[src/mpio_pkg.sv]
// constants for the multi-port io block with pin select
// assumes register indices are word indices on a 32-bit apb bus
package mpio_pkg;
   localparam int IDX_W = 12;
   localparam logic [11:0] IDX_ANA_DATA = 12'h006;
   localparam logic [11:0] IDX_LCDA_PIN = 12'h00B;
   localparam logic [11:0] IDX_ANA_DIR = 12'h00C;
   localparam logic [11:0] IDX_PINSEL = 12'hFC0;
   localparam logic [11:0] IDX_P2_LATCH = 12'h010;
   localparam logic [11:0] IDX_P2_PIN = 12'h011;
   localparam logic [11:0] IDX_P3_LATCH = 12'h012;
   localparam logic [11:0] IDX_P3_PIN = 12'h013;
   localparam logic [11:0] IDX_P3_LCD = 12'h014;
   localparam logic [11:0] IDX_LCDA_LATCH = 12'h015;
   localparam logic [11:0] IDX_LCDA_LCD = 12'h016;
   localparam logic [11:0] IDX_LCDB_LATCH = 12'h017;
   localparam logic [11:0] IDX_LCDB_PIN = 12'h018;
   localparam logic [11:0] IDX_LCDB_LCD = 12'h019;
   localparam logic [11:0] IDX_CTRL = 12'h01A;
   localparam logic [2:0] RST_P2 = 3'h7;
   localparam logic [6:0] RST_P3 = 7'h7F;
   localparam logic [7:0] RST_ONES8 = 8'hFF;
   localparam logic [7:0] RST_ZERO8 = 8'h00;
   localparam logic [6:0] RST_ZERO7 = 7'h00;
   localparam logic [6:0] RST_PINSEL = 7'h00;
   localparam logic [2:0] RST_CTRL = 3'h5;
   localparam int CTRL_AIND = 0;
   localparam int CTRL_DUAL = 1;
   localparam int CTRL_GLOBAL_OUTPUT_ENABLE = 2;
   localparam int SEL_IRQ_BASE = 4;
   localparam int FN_P7_BASE = 1;
   localparam int IRQ_P3_BASE = 4;
   localparam int P2_STOP_BIT = 0;
   localparam int P2_LOW_FREQ_CRYSTAL_IN_BIT = 1;
   localparam int P2_LOW_FREQ_CRYSTAL_OUT_BIT = 2;
endpackage

[src/mpio_top.sv]
// multi-port io: 3-bit, 7-bit, two lcd-capable and one analog port, pin select
// assumes pins synchronous to clk_sys and an apb master on the register side
// Functional notes
// - 3-bit port latch resets to all ones
// - dual clock mode gives upper pins to crystal
// - falling edge of bit 0 sets irq0 latch
// - 3-bit port upper read bits undefined
// - stop mode floats bit 0 regardless of enable
// - 7-bit latch ones, lcd control zero at reset
// - 7-bit lcd bit one drives lcd output
// - 7-bit port bit 7 reads undefined
// - first lcd port latch resets to ones
// - lcd control one routes segment, zero latch
// - separate latch and pin input addresses
// - pin read of segment bit is undefined
// - analog port direction set per bit
// - analog port reset: zeros, disable one
// - direction and data select analog port mode
// - analog mode bits read as zero
// - second lcd port latch resets to ones
// - select bits 6..4 move irq3..irq1 pins
// - select bits 3..0 move timer and divider
//
// Added by the designer: register access over APB.
module mpio_top
   import mpio_pkg::*;
#(
   parameter int ADDR_W = 16
) (
   input wire logic clk_sys,
   input wire logic rstn,
   input wire logic psel,
   input wire logic penable,
   input wire logic pwrite,
   input wire logic [ADDR_W-1:0] paddr,
   input wire logic [31:0] pwdata,
   output logic [31:0] prdata,
   output logic pready,
   output logic pslverr,
   input wire logic stop_mode,
   input wire logic [2:0] p2_in,
   output logic [2:0] p2_out,
   output logic [2:0] p2_oe,
   input wire logic [6:0] p3_in,
   output logic [6:0] p3_out,
   output logic [6:0] p3_oe,
   input wire logic [6:0] p3_lcd_drive,
   input wire logic [7:0] lcda_in,
   output logic [7:0] lcda_out,
   output logic [7:0] lcda_oe,
   input wire logic [7:0] lcda_seg,
   input wire logic [7:0] lcdb_in,
   output logic [7:0] lcdb_out,
   output logic [7:0] lcdb_oe,
   input wire logic [7:0] lcdb_seg,
   input wire logic [7:0] p6_in,
   output logic [7:0] p6_out,
   output logic [7:0] p6_oe,
   output logic [7:0] analog_select,
   output logic [7:0] p6_input_data,
   input wire logic [2:0] p1_irq_in,
   input wire logic [3:0] fn_out,
   output logic [3:0] fn_in,
   output logic [2:0] irq_in,
   output logic external_irq0,
   input wire logic low_freq_crystal_out,
   output logic low_freq_crystal_in
);
   // the 12-bit word indices need at least 14 byte-address bits
   if (ADDR_W < 14 || ADDR_W > 32) begin : g_bad_addr_w
      $error("mpio_top: ADDR_W must be 14 to 32");
   end

   logic [2:0] p2_latch;
   logic [6:0] p3_latch;
   logic [6:0] p3_lcd;
   logic [7:0] lcda_latch;
   logic [7:0] lcda_lcd;
   logic [7:0] lcdb_latch;
   logic [7:0] lcdb_lcd;
   logic [7:0] ana_data;
   logic [7:0] ana_dir;
   logic [6:0] pin_sel;
   logic [2:0] ctrl;
   logic [2:0] p2_s;
   logic [6:0] p3_s;
   logic [7:0] lcda_s;
   logic [7:0] lcdb_s;
   logic [7:0] p6_s;
   logic p2_prev;

   // apb decode; word index from paddr[ADDR_W-1:2]
   wire [ADDR_W-3:0] widx = paddr[ADDR_W-1:2];
   wire aligned = (paddr[1:0] == 2'h0);
   wire hit_p2l = aligned && widx == (ADDR_W-2)'(IDX_P2_LATCH);
   wire hit_p2p = aligned && widx == (ADDR_W-2)'(IDX_P2_PIN);
   wire hit_p3l = aligned && widx == (ADDR_W-2)'(IDX_P3_LATCH);
   wire hit_p3p = aligned && widx == (ADDR_W-2)'(IDX_P3_PIN);
   wire hit_p3c = aligned && widx == (ADDR_W-2)'(IDX_P3_LCD);
   wire hit_lal = aligned && widx == (ADDR_W-2)'(IDX_LCDA_LATCH);
   wire hit_lap = aligned && widx == (ADDR_W-2)'(IDX_LCDA_PIN);
   wire hit_lac = aligned && widx == (ADDR_W-2)'(IDX_LCDA_LCD);
   wire hit_lbl = aligned && widx == (ADDR_W-2)'(IDX_LCDB_LATCH);
   wire hit_lbp = aligned && widx == (ADDR_W-2)'(IDX_LCDB_PIN);
   wire hit_lbc = aligned && widx == (ADDR_W-2)'(IDX_LCDB_LCD);
   wire hit_and = aligned && widx == (ADDR_W-2)'(IDX_ANA_DATA);
   wire hit_adr = aligned && widx == (ADDR_W-2)'(IDX_ANA_DIR);
   wire hit_sel = aligned && widx == (ADDR_W-2)'(IDX_PINSEL);
   wire hit_ctl = aligned && widx == (ADDR_W-2)'(IDX_CTRL);
   wire mapped = hit_p2l | hit_p2p | hit_p3l | hit_p3p | hit_p3c | hit_lal | hit_lap | hit_lac
      | hit_lbl | hit_lbp | hit_lbc | hit_and | hit_adr | hit_sel | hit_ctl;
   wire setup = psel & ~penable;
   // write lands only at the completing access edge
   wire wr = psel & penable & pready & pwrite & mapped;
   wire [7:0] wd = pwdata[7:0];

   wire aind = ctrl[CTRL_AIND];
   wire dual = ctrl[CTRL_DUAL];
   wire global_output_enable = ctrl[CTRL_GLOBAL_OUTPUT_ENABLE];

   // analog port mode per bit
   wire [7:0] ana_input_mode = ~ana_dir & ana_data;
   wire [7:0] next_analog_select = ~ana_dir & ~ana_data & {8{~aind}};
   // fixed-zero and analog bits both read zero, so no stale pin leaks in
   wire [7:0] ana_read = (ana_dir & ana_data) | (ana_input_mode & p6_s);
   wire [7:0] next_p6_oe = {8{global_output_enable}} & ana_dir;

   // timer/divider value per pin; one means release (open drain)
   wire [6:0] p3_fn;
   wire [7:0] lcdb_fn;
   genvar g;
   generate
      for (g = 0; g < 7; g++) begin : g_p3fn
         if (g < 4) begin : g_sel
            assign p3_fn[g] = pin_sel[g] ? 1'b1 : fn_out[g];
         end else begin : g_none
            assign p3_fn[g] = 1'b1;
         end
      end
      for (g = 0; g < 8; g++) begin : g_lbfn
         if (g >= FN_P7_BASE && g < FN_P7_BASE + 4) begin : g_sel
            assign lcdb_fn[g] = pin_sel[g-FN_P7_BASE] ? fn_out[g-FN_P7_BASE] : 1'b1;
         end else begin : g_none
            assign lcdb_fn[g] = 1'b1;
         end
      end
   endgenerate

   // open-drain port drive, push-pull while a bit is an lcd output
   wire [6:0] p3_val = p3_latch & p3_fn;
   wire [6:0] next_p3_out = p3_lcd & p3_lcd_drive;
   wire [6:0] next_p3_oe = {7{global_output_enable}} & (p3_lcd | ~p3_val);
   wire [7:0] next_lcda_out = lcda_lcd & lcda_seg;
   wire [7:0] next_lcda_oe = {8{global_output_enable}} & (lcda_lcd | ~lcda_latch);
   wire [7:0] lcdb_val = lcdb_latch & lcdb_fn;
   wire [7:0] next_lcdb_out = lcdb_lcd & lcdb_seg;
   wire [7:0] next_lcdb_oe = {8{global_output_enable}} & (lcdb_lcd | ~lcdb_val);

   // 3-bit port: crystal pins in dual mode, stop pin floats in stop mode
   wire [2:0] p2_od_oe = {3{global_output_enable}} & ~p2_latch;
   wire [2:0] next_p2_oe;
   wire [2:0] next_p2_out;
   assign next_p2_oe[P2_STOP_BIT] = stop_mode ? 1'b0 : p2_od_oe[P2_STOP_BIT];
   assign next_p2_oe[P2_LOW_FREQ_CRYSTAL_IN_BIT] = dual ? 1'b0 : p2_od_oe[P2_LOW_FREQ_CRYSTAL_IN_BIT];
   assign next_p2_oe[P2_LOW_FREQ_CRYSTAL_OUT_BIT] = dual ? 1'b1 : p2_od_oe[P2_LOW_FREQ_CRYSTAL_OUT_BIT];
   assign next_p2_out[P2_STOP_BIT] = 1'b0;
   assign next_p2_out[P2_LOW_FREQ_CRYSTAL_IN_BIT] = 1'b0;
   assign next_p2_out[P2_LOW_FREQ_CRYSTAL_OUT_BIT] = dual & low_freq_crystal_out;
   // pin falling edge, driven or not, sets the irq0 latch
   wire next_irq0 = p2_prev & ~p2_s[P2_STOP_BIT];

   // routed inputs
   wire [2:0] next_irq_in;
   wire [3:0] next_fn_in;
   generate
      for (g = 0; g < 3; g++) begin : g_irq
         assign next_irq_in[g] = pin_sel[SEL_IRQ_BASE+g] ? p3_s[IRQ_P3_BASE+g] : p1_irq_in[g];
      end
      for (g = 0; g < 4; g++) begin : g_fnin
         assign next_fn_in[g] = pin_sel[g] ? lcdb_s[FN_P7_BASE+g] : p3_s[g];
      end
   endgenerate

   // read mux; upper unimplemented bits return zero
   wire [7:0] rd_value =
      hit_p2l ? {5'h00, p2_latch} :
      hit_p2p ? {5'h00, p2_s} :
      hit_p3l ? {1'b0, p3_latch} :
      hit_p3p ? {1'b0, p3_s} :
      hit_p3c ? {1'b0, p3_lcd} :
      hit_lal ? lcda_latch :
      hit_lap ? lcda_s :
      hit_lac ? lcda_lcd :
      hit_lbl ? lcdb_latch :
      hit_lbp ? lcdb_s :
      hit_lbc ? lcdb_lcd :
      hit_and ? ana_read :
      hit_adr ? ana_dir :
      hit_sel ? {1'b0, pin_sel} :
      hit_ctl ? {5'h00, ctrl} : 8'h00;

   // no wait state: pready rises in the first access cycle
   always_ff @(posedge clk_sys or negedge rstn) begin
      if (!rstn) begin
         pready <= 1'b0;
         pslverr <= 1'b0;
         prdata <= 32'h00000000;
      end else begin
         pready <= setup;
         pslverr <= setup & ~mapped;
         prdata <= setup ? {24'h000000, rd_value} : 32'h00000000;
      end
   end

   // one short block per register; writes land only at the completing access edge
   always_ff @(posedge clk_sys or negedge rstn) begin
      if (!rstn) begin
         p2_latch <= RST_P2;
      end else if (wr && hit_p2l) begin
         p2_latch <= wd[2:0];
      end
   end

   always_ff @(posedge clk_sys or negedge rstn) begin
      if (!rstn) begin
         p3_latch <= RST_P3;
      end else if (wr && hit_p3l) begin
         p3_latch <= wd[6:0];
      end
   end

   always_ff @(posedge clk_sys or negedge rstn) begin
      if (!rstn) begin
         p3_lcd <= RST_ZERO7;
      end else if (wr && hit_p3c) begin
         p3_lcd <= wd[6:0];
      end
   end

   always_ff @(posedge clk_sys or negedge rstn) begin
      if (!rstn) begin
         lcda_latch <= RST_ONES8;
      end else if (wr && hit_lal) begin
         lcda_latch <= wd;
      end
   end

   always_ff @(posedge clk_sys or negedge rstn) begin
      if (!rstn) begin
         lcda_lcd <= RST_ZERO8;
      end else if (wr && hit_lac) begin
         lcda_lcd <= wd;
      end
   end

   always_ff @(posedge clk_sys or negedge rstn) begin
      if (!rstn) begin
         lcdb_latch <= RST_ONES8;
      end else if (wr && hit_lbl) begin
         lcdb_latch <= wd;
      end
   end

   always_ff @(posedge clk_sys or negedge rstn) begin
      if (!rstn) begin
         lcdb_lcd <= RST_ZERO8;
      end else if (wr && hit_lbc) begin
         lcdb_lcd <= wd;
      end
   end

   always_ff @(posedge clk_sys or negedge rstn) begin
      if (!rstn) begin
         ana_data <= RST_ZERO8;
      end else if (wr && hit_and) begin
         // whole-byte write; a read-back merge would corrupt mode bits
         ana_data <= wd;
      end
   end

   always_ff @(posedge clk_sys or negedge rstn) begin
      if (!rstn) begin
         ana_dir <= RST_ZERO8;
      end else if (wr && hit_adr) begin
         ana_dir <= wd;
      end
   end

   always_ff @(posedge clk_sys or negedge rstn) begin
      if (!rstn) begin
         pin_sel <= RST_PINSEL;
      end else if (wr && hit_sel) begin
         pin_sel <= wd[6:0];
      end
   end

   always_ff @(posedge clk_sys or negedge rstn) begin
      if (!rstn) begin
         ctrl <= RST_CTRL;
      end else if (wr && hit_ctl) begin
         ctrl <= wd[2:0];
      end
   end

   // pin sampling, pins already synchronous
   always_ff @(posedge clk_sys or negedge rstn) begin
      if (!rstn) begin
         p2_s <= RST_P2;
         p2_prev <= 1'b1;
         p3_s <= RST_ZERO7;
         lcda_s <= RST_ZERO8;
         lcdb_s <= RST_ZERO8;
         p6_s <= RST_ZERO8;
      end else begin
         p2_s <= p2_in;
         p2_prev <= p2_s[P2_STOP_BIT];
         p3_s <= p3_in;
         lcda_s <= lcda_in;
         lcdb_s <= lcdb_in;
         p6_s <= p6_in;
      end
   end

   // registered pin outputs: 3-bit and 7-bit ports
   always_ff @(posedge clk_sys or negedge rstn) begin
      if (!rstn) begin
         p2_out <= 3'h0;
         p2_oe <= 3'h0;
         p3_out <= RST_ZERO7;
         p3_oe <= RST_ZERO7;
      end else begin
         p2_out <= next_p2_out;
         p2_oe <= next_p2_oe;
         p3_out <= next_p3_out;
         p3_oe <= next_p3_oe;
      end
   end

   // lcd-capable port pins
   always_ff @(posedge clk_sys or negedge rstn) begin
      if (!rstn) begin
         lcda_out <= RST_ZERO8;
         lcda_oe <= RST_ZERO8;
         lcdb_out <= RST_ZERO8;
         lcdb_oe <= RST_ZERO8;
      end else begin
         lcda_out <= next_lcda_out;
         lcda_oe <= next_lcda_oe;
         lcdb_out <= next_lcdb_out;
         lcdb_oe <= next_lcdb_oe;
      end
   end

   // analog port; input data stays zero until a bit enters input mode
   always_ff @(posedge clk_sys or negedge rstn) begin
      if (!rstn) begin
         p6_out <= RST_ZERO8;
         p6_oe <= RST_ZERO8;
         analog_select <= RST_ZERO8;
         p6_input_data <= RST_ZERO8;
      end else begin
         p6_out <= ana_data;
         p6_oe <= next_p6_oe;
         analog_select <= next_analog_select;
         p6_input_data <= ana_input_mode & p6_s;
      end
   end

   // routed function inputs, irq0 pulse and crystal input
   always_ff @(posedge clk_sys or negedge rstn) begin
      if (!rstn) begin
         fn_in <= 4'h0;
         irq_in <= 3'h0;
         external_irq0 <= 1'b0;
         low_freq_crystal_in <= 1'b0;
      end else begin
         fn_in <= next_fn_in;
         irq_in <= next_irq_in;
         external_irq0 <= next_irq0;
         low_freq_crystal_in <= dual & p2_s[P2_LOW_FREQ_CRYSTAL_IN_BIT];
      end
   end
endmodule // mpio_top

[config.mk]
export PLATFORM = sky130hd
export DESIGN_NAME = mpio_top
export DESIGN_NICKNAME = d
export VERILOG_FILES = /design/src/mpio_pkg.sv /design/src/mpio_top.sv
export SDC_FILE = /design/constraint.sdc
export NUM_CORES = 1
export LEC_CHECK = 0
export ABC_AREA = 1
export BUFFER_PORTS_ARGS = -buffer_cell sky130_fd_sc_hd__clkbuf_2
export CAP_MARGIN = 10
export CORE_UTILIZATION = 50
export DETAILED_ROUTE_END_ITERATION = 12
export PLACE_DENSITY_LB_ADDON = 0.2
export SYNTH_ARGS = -nofsm -noshare
export SYNTH_HDL_FRONTEND = slang
export SYNTH_SLANG_ARGS = --single-unit
export TNS_END_PERCENT = 50
[constraint.sdc]
create_clock -name clk_sys -period 2.1 [get_ports clk_sys]
set_input_delay 0 -clock clk_sys [delete_from_list [all_inputs] [get_ports clk_sys]]
set_output_delay 0 -clock clk_sys [all_outputs]
set_load 0.02 [all_outputs]
### Word level (Yosys, flattened, before mapping)

Index checks and enable logic that the tools add are counted.

| operators by class | value |
|---|---|
| muxes and demuxes | 34 |
| bitwise operators | 52 |
| equal/unequal tests | 15 |
| reduce and logical (&&, ||, !) cells | 27 |

Operator list:

| kind | count |
|---|---|
| 14-bit by 5-bit equality test with 1-bit output (second input constant) | 11 |
| 8-bit two-way mux | 14 |
| 8-bit AND | 11 |
| 8-bit inverter | 4 |
| 14-bit by 4-bit equality test with 1-bit output (second input constant) | 2 |
| 1-bit logical AND | 26 |
| 8-bit OR | 3 |
| 7-bit AND | 3 |
| 1-bit two-way mux | 18 |
| 14-bit by 12-bit equality test with 1-bit output (second input constant) | 1 |
| 14-bit by 3-bit equality test with 1-bit output (second input constant) | 1 |
| 1-bit OR | 14 |
| 1-bit AND | 9 |
| 7-bit two-way mux | 1 |
| 7-bit inverter | 1 |
| 7-bit OR | 1 |
| 1-bit inverter | 4 |
| 3-bit AND | 1 |
| 3-bit two-way mux | 1 |
| 3-bit inverter | 1 |
| 2-bit zero test | 1 |

| word-level totals | value |
|---|---|
| word-level logic and storage cells | 164 |
| input port bits | 119 |
| register bits after elaboration | 211 |
| output and inout port bits | 127 |

### Depth between registers and ports, before layout

Gate-level depths: netlist of the first run.

| depth | value |
|---|---|
| depth in word-level cells | 18 |
| gate-level depth with buffers | 22 |
| mapped depth without buffers | 21 |

### Least setup slack after synthesis of the first run

No wires, ideal clock.

| timing | value |
|---|---|
| path kind | input to register |
| start point | in paddr[15] |
| end point | reg pin_sel[3] |
| setup slack | 0.338 ns |
| cell stages on the path | 13 |
| required time | 1.973 ns |
| library setup time | 0.127 ns |
| path buffers | 2 |
| arrival time | 1.635 ns |
| cell sequence | nor2_1 -> nand3_2 -> nor2_2 -> nand2_1 -> inv_2 -> nor3_1 -> nand4_1 -> nor3b_2 -> buf_6 -> nand2_2 -> buf_2 -> nand2_1 -> o21ai_1 |

| on the way | value |
|---|---|
| cells in the longest elaborated chain, start to end | 18 |
| elaborated cells between the ends (all ways) | 46 |
| classes of those cells | eq/ne: 15; bitwise: 15; reduce/logical: 16 |

Ends and longest elaborated chain:

| element | RTL line | source |
|---|---|---|
| start, declared | mpio_top.sv:35 | `input wire logic [ADDR_W-1:0] paddr,` |
| 14-bit by 5-bit equality test with 1-bit output, on equally long branches | mpio_top.sv:95, mpio_top.sv:96 |  |
| 1-bit logical AND, on equally long branches | mpio_top.sv:95, mpio_top.sv:96 |  |
| 1-bit OR (7 in a row) | mpio_top.sv:110 | `wire mapped = hit_p2l \| hit_p2p \| hit_p3l \| hit_p3p \| hit_p3c \| hit_lal \| hit_lap \| hit_lac` |
| 1-bit OR (7 in a row) | mpio_top.sv:111 | `\| hit_lbl \| hit_lbp \| hit_lbc \| hit_and \| hit_adr \| hit_sel \| hit_ctl;` |
| 1-bit AND | mpio_top.sv:114 | `wire wr = psel & penable & pready & pwrite & mapped;` |
| 1-bit logical AND (*) | mpio_top.sv:292 | `end else if (wr && hit_sel) begin` |
| end signal, assigned | mpio_top.sv:293 | `pin_sel <= wd[6:0];` |
| end, declared | mpio_top.sv:83 | `logic [6:0] pin_sel;` |

Mark *: on every way between the ends. The rest lies on a longest branch, timed or not.
A chain may end at the register's enable or synchronous reset.

### Final worst setup path of the first run

| timing | value |
|---|---|
| start point | in psel |
| end point | reg prdata[7] |

| on the way | value |
|---|---|
| cells in the longest elaborated chain, start to end | 2 |

Ends and longest elaborated chain:

| element | RTL line | source |
|---|---|---|
| start, declared | mpio_top.sv:32 | `input wire logic psel,` |
| 1-bit AND | mpio_top.sv:112 | `wire setup = psel & ~penable;` |
| via setup | mpio_top.sv:112 |  |
| 8-bit two-way mux | mpio_top.sv:211 | `prdata <= setup ? {24'h000000, rd_value} : 32'h00000000;` |
| end signal, assigned | mpio_top.sv:211 |  |
| end, declared | mpio_top.sv:37 | `output logic [31:0] prdata,` |

The timed path passes the listed nets, and every way through them passes these cells.

==> summary.md, run 1 <==
| Metric | Value |
|---|---|
| Outcome | finished, final reports clean |
| Buffer levels on the longest clock path | 3 |
| Distinct cells, synth | 39 |
| Die area | 0.0176 mm2 |
| 1st-pass router iterations | 5 |
| Unrepaired setup endpoints after global routing | no |
| Flip-flop cell with the highest count after synthesis | sky130_fd_sc_hd__dfrtp_1 |
| VDD IR max | slightly below 600 uV |
| Post-synth top cells | 227 x sky130_fd_sc_hd__nand2_1, 179 x sky130_fd_sc_hd__dfrtp_1, 119 x sky130_fd_sc_hd__inv_1 |
| Worst Setup Slack, final | between 0.1 and 0.15 ns |
| Worst skew pair latency | slightly above 0.5 ns |
| Final max-slew violation count | 0 |
| Clock buffer count from CTS | 23 |
| Cell Area, Placed | about 0.0099 mm2 |
| Worst path cell trace | dlygate4sd3_1 > clkbuf_2 > inv_1 > nor2_1 > dlygate4sd3_1 > inv_1 > nor2_2 > o2111ai_1 > a31oi_1 |
| Warnings, synthesis | 0 |
| Timing endpoint of the critical path | prdata[7] |
| Finished Cell Area | between 0.01 and 0.015 mm2 |
| Terminus of the critical flop-to-flop path | prdata[2] |
| Vertical die dimension | 133 um |
| Via count | ~7.4k |
| Category of the most critical setup path | in -> reg |
| Crit path time final | 1.97 ns |
| Flops & latches, synth | about 210 |
| GRT overflow | 0 |
| Final period utilization | 0.937 |
| Multi-input combinational cell area | roughly 0.0025 mm2 |
| Mapped Avg Cell Area | between 9 and 10 um2 |
| Cell with the most instances after synthesis | sky130_fd_sc_hd__nand2_1 |
| Post-detailed-routing wire length | between 20000 and 25000 um |
| Arrival time at the worst endpoint | ~2.4 ns |
| Gate count of the mapped netlist | 912 |
| Power Dens Cells | 750 mW/mm2 |
| Number of antenna violations at the first check in global routing | 0 |
| Global placer's final weighted congestion | between 0.9 and 1 |
| Routed WL per cell | between 15 and 20 um |
| Headroom to the max-slew limit | 0.591 |
| Area growth from synthesis to final layout | 33.5% |
| Clock slew at the register clock pins of the worst setup and hold paths | roughly 0.060 ns |
| Cell with the biggest individual delay on the critical path | sky130_fd_sc_hd__dlygate4sd3_1 |
| Final count of negative-setup-slack endpoints | 0 |
| Required time of the worst setup path | between 2 and 3 ns |
| Core area | ~0.017 mm2 |
| TritonCTS clock tree | yes |
| Reg area | approximately 0.0053 mm2 |
| Nature of the critical path startpoint | input port |
| Actual transition at the worst max-transition pin | roughly 0.61 ns |
| HPWL after detailed placement | roughly 16000 um |
| Max-cap check violation count | 0 |
| Critical path capture point type | flop |
| Final worst clock skew | ~0.018 ns |
| Maximum number of pins on one net before global-route repair | 62 |
| Critical path startpoint | psel |
| Clock Root Buffer | sky130_fd_sc_hd__clkbuf_16 |
| Yosys top cell by area | sky130_fd_sc_hd__dfrtp_1 |
| Worst reg2reg path depth | 16 |
| Largest cells by area after synthesis | sky130_fd_sc_hd__dfrtp_1 52%, sky130_fd_sc_hd__nand2_1 10%, sky130_fd_sc_hd__dfstp_2 9.8% |
| Fin Hold WS | 0.0128 ns |
| Post-synth top area share | 0.524 |
| Post-layout net count | approximately 1.3k |
| Port Buf Inserts | approximately 200 |
| Highest clock rate | approximately 510 MHz |
| Count of flip-flops with a built-in enable after synthesis | 0 |
| Total number of placement rows | between 40 and 50 |
| Fill cell total of the finished layout | roughly 1.3k |
| Share of final-layout standard cells stronger than drive strength 1 | 0.277 |
| Startpoint of the lowest-slack register-to-register path | ctrl[2] |
| Ant diodes | 0 |
| Number of top-level pins | 246 |
| # H-tree levels | 1 |
| Antenna-violating nets left | 0 |
| Setup slack, reg-to-reg | 0.32 ns |
| Vias per cell | roughly 5.1 |
| CP peak stage delay | around 0.65 ns |
| Sequential area share after synthesis | 0.622 |
| Static power due to leakage | between 6 and 7 nW |
| Classification of the worst-slack hold path | in -> reg |
| CTS sink count | ~210 |
| Die Span X | 133 um |
| DRC viols | 0 |
| Cell area after synthesis | 0.00855 mm2 |
| First-pass GRT wire length | between 30000 and 40000 um |
| Detailed router's first-iteration violation count | around 600 |
| Largest driver fanout on the critical path | 5 |
| Starting utilization of the core area | 0.514 |
| Number of global-route vias before repair | between 7k and 8k |
| Async set-reset flop share out of synthesis | 1.00 |
| Setup Slack @ Placement | -0.0529 ns |
| Global-route usage over all layers | 0.278 |
| Final Hold Fails | 0 |
state kept, by name, summed over array words and instances (netlist names), 8 cells and up:
name,count
lcdb_lcd,8
lcda_lcd,8
lcdb_latch,8
analog_select,8
p6_s,8
lcda_out,8
p6_input_data,8
prdata,8
lcda_oe,8
ana_dir,8
lcda_s,8
lcda_latch,8
lcdb_out,8
ana_data,8
p6_oe,8
lcdb_s,8
p6_out,8
lcdb_oe,8
what timing repair did:
item,4_1_cts,5_1_grt
hold buffers,72,0
gates resized for setup,0,1
hold endpoints to repair,268,0
endpoints found under the setup margin,0,1
buffers inserted,0,0
critical path: cells and delay by family:
kind                   cells  cell delay [ns]
AO/OA/AOI/OAI              2             0.42
AND/OR/NAND/NOR            2             0.52
buffers and inverters      5             1.43
logic make-up after synthesis:
kind of cell | after synthesis | synth area share
compound gates | 192 | 0.118
flops | 211 | 0.622
mux | 3 | 0.00395
buf+inv | 179 | 0.0929
simple gates | 326 | 0.162
other cells | 1 | 0.000439
per-stage QoR:
stage                     setup TNS (ns)   util  instances  power [mW]
after global placement                 0  0.598       1343        4.54
after CTS                              0  0.686       1457        8.60
after detailed placement          -0.611  0.598       1343        4.55
final                                  0  0.686       1457        8.56
after floorplan                        0      -        937        4.34
after global routing                   0  0.686       1457        8.82
power breakdown:
part / total (mW) / internal [mW] / switching (mW) / leakage (nW)
Clock: 3.97 / 2.38 / 1.59 / 0.370
Combinational: 0.445 / 0.184 / 0.261 / 2.98
Sequential: 4.14 / 4.12 / 0.0239 / 2.70
worst min path at each step:
| stage | from | to | slack, ns | depth (start not counted) |
|---|---|---|---|---|
| CTS | pwdata[5] | lcda_lcd[5] | 0.02 | 3 |
| finish | pwdata[5] | p3_lcd[5] | 0.01 | 3 |
| detailed placement | rstn | p6_oe[1] | -0.007 | 1 |
| global route | pwdata[5] | lcda_lcd[5] | 0.05 | 3 |
| floorplan | rstn | ana_data[0] | -0.30 | 0 |
| global placement | rstn | p6_oe[1] | -0.01 | 1 |
cell usage in the layout, fill, tap and decap left out, types with 2 or more instances in the layout:
master and count:
sky130_fd_sc_hd__bufinv_16 2, sky130_fd_sc_hd__nor2_1 40, sky130_fd_sc_hd__nor2_2 6, sky130_fd_sc_hd__inv_1 119, sky130_fd_sc_hd__dlygate4sd3_1 72, sky130_fd_sc_hd__nand3_2 2, sky130_fd_sc_hd__a21oi_1 47, sky130_fd_sc_hd__dfrtp_1 179
sky130_fd_sc_hd__o21a_1 2, sky130_fd_sc_hd__dfstp_2 32, sky130_fd_sc_hd__inv_2 10, sky130_fd_sc_hd__mux2_2 3, sky130_fd_sc_hd__nand2_4 4, sky130_fd_sc_hd__inv_6 2, sky130_fd_sc_hd__nand3_1 13, sky130_fd_sc_hd__clkbuf_2 194
sky130_fd_sc_hd__o21ai_0 62, sky130_fd_sc_hd__clkinv_2 5, sky130_fd_sc_hd__nor3_1 16, sky130_fd_sc_hd__a31oi_1 8, sky130_fd_sc_hd__nor2_4 3, sky130_fd_sc_hd__buf_12 4, sky130_fd_sc_hd__nand2_2 6, sky130_fd_sc_hd__o211ai_1 4
sky130_fd_sc_hd__clkbuf_1 7, sky130_fd_sc_hd__nand4_1 2, sky130_fd_sc_hd__conb_1 26, sky130_fd_sc_hd__buf_4 36, sky130_fd_sc_hd__o21ai_1 62, sky130_fd_sc_hd__clkbuf_8 4, sky130_fd_sc_hd__clkbuf_16 23, sky130_fd_sc_hd__or2_2 4
sky130_fd_sc_hd__nand2_1 227
cell type report:
| cell class | count | area share |
|---|---|---|
| inverter | 130 | 0.0427 |
| multi-input combinational | 547 | 0.222 |
| clock inverter | 9 | 0.00899 |
| timing repair buffer | 307 | 0.180 |
| clock buffer | 33 | 0.0563 |
| sequential | 211 | 0.466 |
| tap | 220 | 0.0241 |
routing by layer:
metal  routed length, um  GRT usage
met1               10000      0.377
met2               11400      0.460
met3                1820     0.0406
met4                 752     0.0990
met5                   0          0
(Power assumes the default switching activity.)
==> run 2: changes to the inputs <==
--- a/config.mk
+++ b/config.mk
@@ -8,7 +8,9 @@
 export ABC_AREA = 1
 export BUFFER_PORTS_ARGS = -buffer_cell sky130_fd_sc_hd__clkbuf_2
 export CAP_MARGIN = 10
-export CORE_UTILIZATION = 50
+export CELL_PAD_IN_SITES_DETAIL_PLACEMENT = 1
+export CELL_PAD_IN_SITES_GLOBAL_PLACEMENT = 2
+export CORE_UTILIZATION = 31
 export DETAILED_ROUTE_END_ITERATION = 12
 export PLACE_DENSITY_LB_ADDON = 0.2
 export SYNTH_ARGS = -nofsm -noshare
==> run 2 against run 1 <==
Cell count grew 9.9%. Sequential share of layout area decreased by 1.4 points. Routed wire length is 20% higher. Via count is 2.6% lower. Sequential cell count did not move. Clock-buffer cell count up 1. Clock power increased by 7.3%. Critical path depth rose by 3. Hold slack got worse by 0.0098 ns. Core utilization down 25 points. Maximum frequency grew 11%. Critical endpoint is now prdata[0]. Power grew 3.6%.
==> summary.md, run 2 (synthesis gave the netlist of run 1 again) <==
| Metric | Value |
|---|---|
| Antenna-violating nets left | 0 (unchanged) |
| Port Buf Inserts | 195 (unchanged) |
| Starting utilization of the core area | 0.316 (-0.197) |
| Routed WL per cell | 17.9 um (+8.8%) |
| Gates resized, CTS repair | 0 (unchanged) |
| Maximum number of pins on one net before global-route repair | 74 (+19%) |
| Final period utilization | 0.847 (-0.0895) |
| Post-layout net count | 1361 (+1.6%) |
| Total power | 8.87 mW (+3.6%) |
| Clock buffer count from CTS | 24 (+4.3%) |
| Final worst clock skew | 0.00998 ns (-0.00756 ns) |
| Outcome | finished, final reports clean |
| Number of buffers added for setup after CTS | 0 (unchanged) |
| Vertical die dimension | 168 um (+27%) |
| Cell Area, Placed | 0.0103 mm2 (+3.1%) |
| Ant diodes | 0 (unchanged) |
| Share of final-layout standard cells stronger than drive strength 1 | 0.293 (+0.0156) |
| First-pass GRT wire length | 44600 um (+18%) |
| Most used cells in the layout excluding fill and tap cells | 227 x sky130_fd_sc_hd__nand2_1, 194 x sky130_fd_sc_hd__clkbuf_2, 179 x sky130_fd_sc_hd__dfrtp_1, 119 x sky130_fd_sc_hd__inv_1, 70 x sky130_fd_sc_hd__dlygate4sd3_1 |
| Global-route usage over all layers | 0.209 (-0.0696) |
| 1st-pass router iterations | 4 (-1) |
| Static power due to leakage | 6.17 nW (+2.0%) |
| TritonCTS clock tree | yes |
| Number of global-route vias before repair | 7460 (+3.5%) |
| Cells after DPL | 1487 (+11%) |
| GRT overflow | 0 (unchanged) |
| Crit path time final | 1.78 ns (-0.188 ns) |
| Max-cap check violation count | 0 (unchanged) |
| DRC viols | 0 (unchanged) |
| Nature of the critical path startpoint | flop |
| Clock Root Buffer | sky130_fd_sc_hd__clkbuf_16 |
| Detailed router's first-iteration violation count | 430 (-30%) |
| Category of the most critical setup path | reg -> reg |
| Number of top-level pins | 246 (unchanged) |
| Worst skew pair latency | 0.52 ns (about the same) |
| Final count of negative-setup-slack endpoints | 0 (unchanged) |
| Required time of the worst setup path | 2.54 ns (+0.03 ns) |
| Classification of the worst-slack hold path | in -> reg |
| Die area | 0.0283 mm2 (+60%) |
| Critical path capture point type | flop |
| VDD IR max | 703 uV (+21%) |
| Hold buffer count at cts | 70 (-2.8%) |
| Most common cell after layout, fill and taps aside | sky130_fd_sc_hd__nand2_1 |
| Finished Cell Area | 0.0118 mm2 (+3.1%) |
| Power Dens Cells | 753 mW/mm2 (+0.48%) |
| Die Span X | 168 um (+27%) |
| Final max-slew violation count | 0 (unchanged) |
| Total number of placement rows | 60 (+28%) |
| Worst reg2reg path depth | 12 (-4) |
| Largest driver fanout on the critical path | 2 (-3) |
| Number of antenna violations at the first check in global routing | 0 (unchanged) |
| Clock slew at the register clock pins of the worst setup and hold paths | 0.06 ns (about the same) |
| Area growth from synthesis to final layout | 37.7% |
| HPWL after detailed placement | 21300 um (+29%) |
| Global placer's final weighted congestion | 0.847 (-8.3%) |
| Post-detailed-routing wire length | 28700 um (+20%) |
| # H-tree levels | 1 (unchanged) |
| Final Hold Fails | 0 (unchanged) |
| Core area | 0.0270 mm2 (+62%) |
| Unrepaired setup endpoints after global routing | no |
| Headroom to the max-slew limit | 0.531 (-0.0598) |
| Number of cells on the worst hold path | 3 (unchanged) |
| Buffer levels on the longest clock path | 3 (unchanged) |
| Arrival time at the worst endpoint | 2.22 ns (-0.16 ns) |
| Actual transition at the worst max-transition pin | 0.702 ns (+0.0896 ns) |
| CTS sink count | 211 (unchanged) |
| Highest clock rate | 562 MHz (+11%) |
| Vias per cell | 4.50 (-11%) |
| Final standard cell count with taps included and fillers excluded | 1601 (+9.9%) |
| Via count | 7197 (-2.6%) |
run 2: power by group:
part	switching (mW)	internal, mW
Sequential	0.0263	4.12
Clock	1.70	2.56
Combinational	0.270	0.188
run 2: path summary, 6_finish.rpt:
kind / startpoint / endpoint / slack, ns
max in group asynchronous: rstn / lcdb_latch[5] / 1.32
worst max register to register: ctrl[0] / prdata[0] / 0.32
worst min register to register: p2_s[0] / p2_prev / 0.38
worst max-delay path: ctrl[0] / prdata[0] / 0.32
worst min-delay path: pwdata[4] / pin_sel[4] / 0.003
min in group asynchronous: rstn / p6_input_data[2] / 0.06
run 2: final cells by class:
type / count / area [um2]
clock buffer: 34 / 699
clock inverter: 10 / 110
fill: 3182 / 15300
inverter: 130 / 488
multi-input combinational: 547 / 2530
sequential: 211 / 5320
tap: 341 / 427
timing repair buffer: 328 / 2200
run 2: stage by stage:
| stage | util | TNS, ns | setup slack (ns) | hold slack [ns] |
|---|---|---|---|---|
| 6_report | 0.436 | 0 | 0.321 | 0.00300 |
| 5_1_grt | 0.436 | 0 | 0.136 | 0.0151 |
| 4_1_cts | 0.436 | 0 | 0.249 | 0.0177 |
| 3_5_place_dp | 0.380 | -1.52 | -0.0728 | 0.0221 |
| 3_3_place_gp | 0.380 | -0.161 | -0.0184 | 0.0176 |
| 2_1_floorplan | - | 0 | 0.338 | -0.296 |
run 2: critical path: stages (launching register included):
cell	delay [ns]
sky130_fd_sc_hd__dfstp_2	0.53
sky130_fd_sc_hd__nand3_1	0.07
sky130_fd_sc_hd__nand2_1	0.06
sky130_fd_sc_hd__o21ai_0	0.09
sky130_fd_sc_hd__a21oi_1	0.20
sky130_fd_sc_hd__o21ai_0	0.14
sky130_fd_sc_hd__nand3_1	0.09
sky130_fd_sc_hd__nand2_1	0.06
sky130_fd_sc_hd__nand2_1	0.09
sky130_fd_sc_hd__nand2_1	0.08
sky130_fd_sc_hd__nand2_1	0.08
sky130_fd_sc_hd__nand2_1	0.07
sky130_fd_sc_hd__a21oi_1	0.14
run 2: layer usage:
metal	routed length (um)	GRT usage	part of all wire	vias up
met5	0	0	0	-
met2	13100	0.338	0.46	182
met1	13800	0.298	0.48	3487
met3	1300	0.0299	0.045	28
li1	-	-	-	3500
met4	536	0.0439	0.019	0
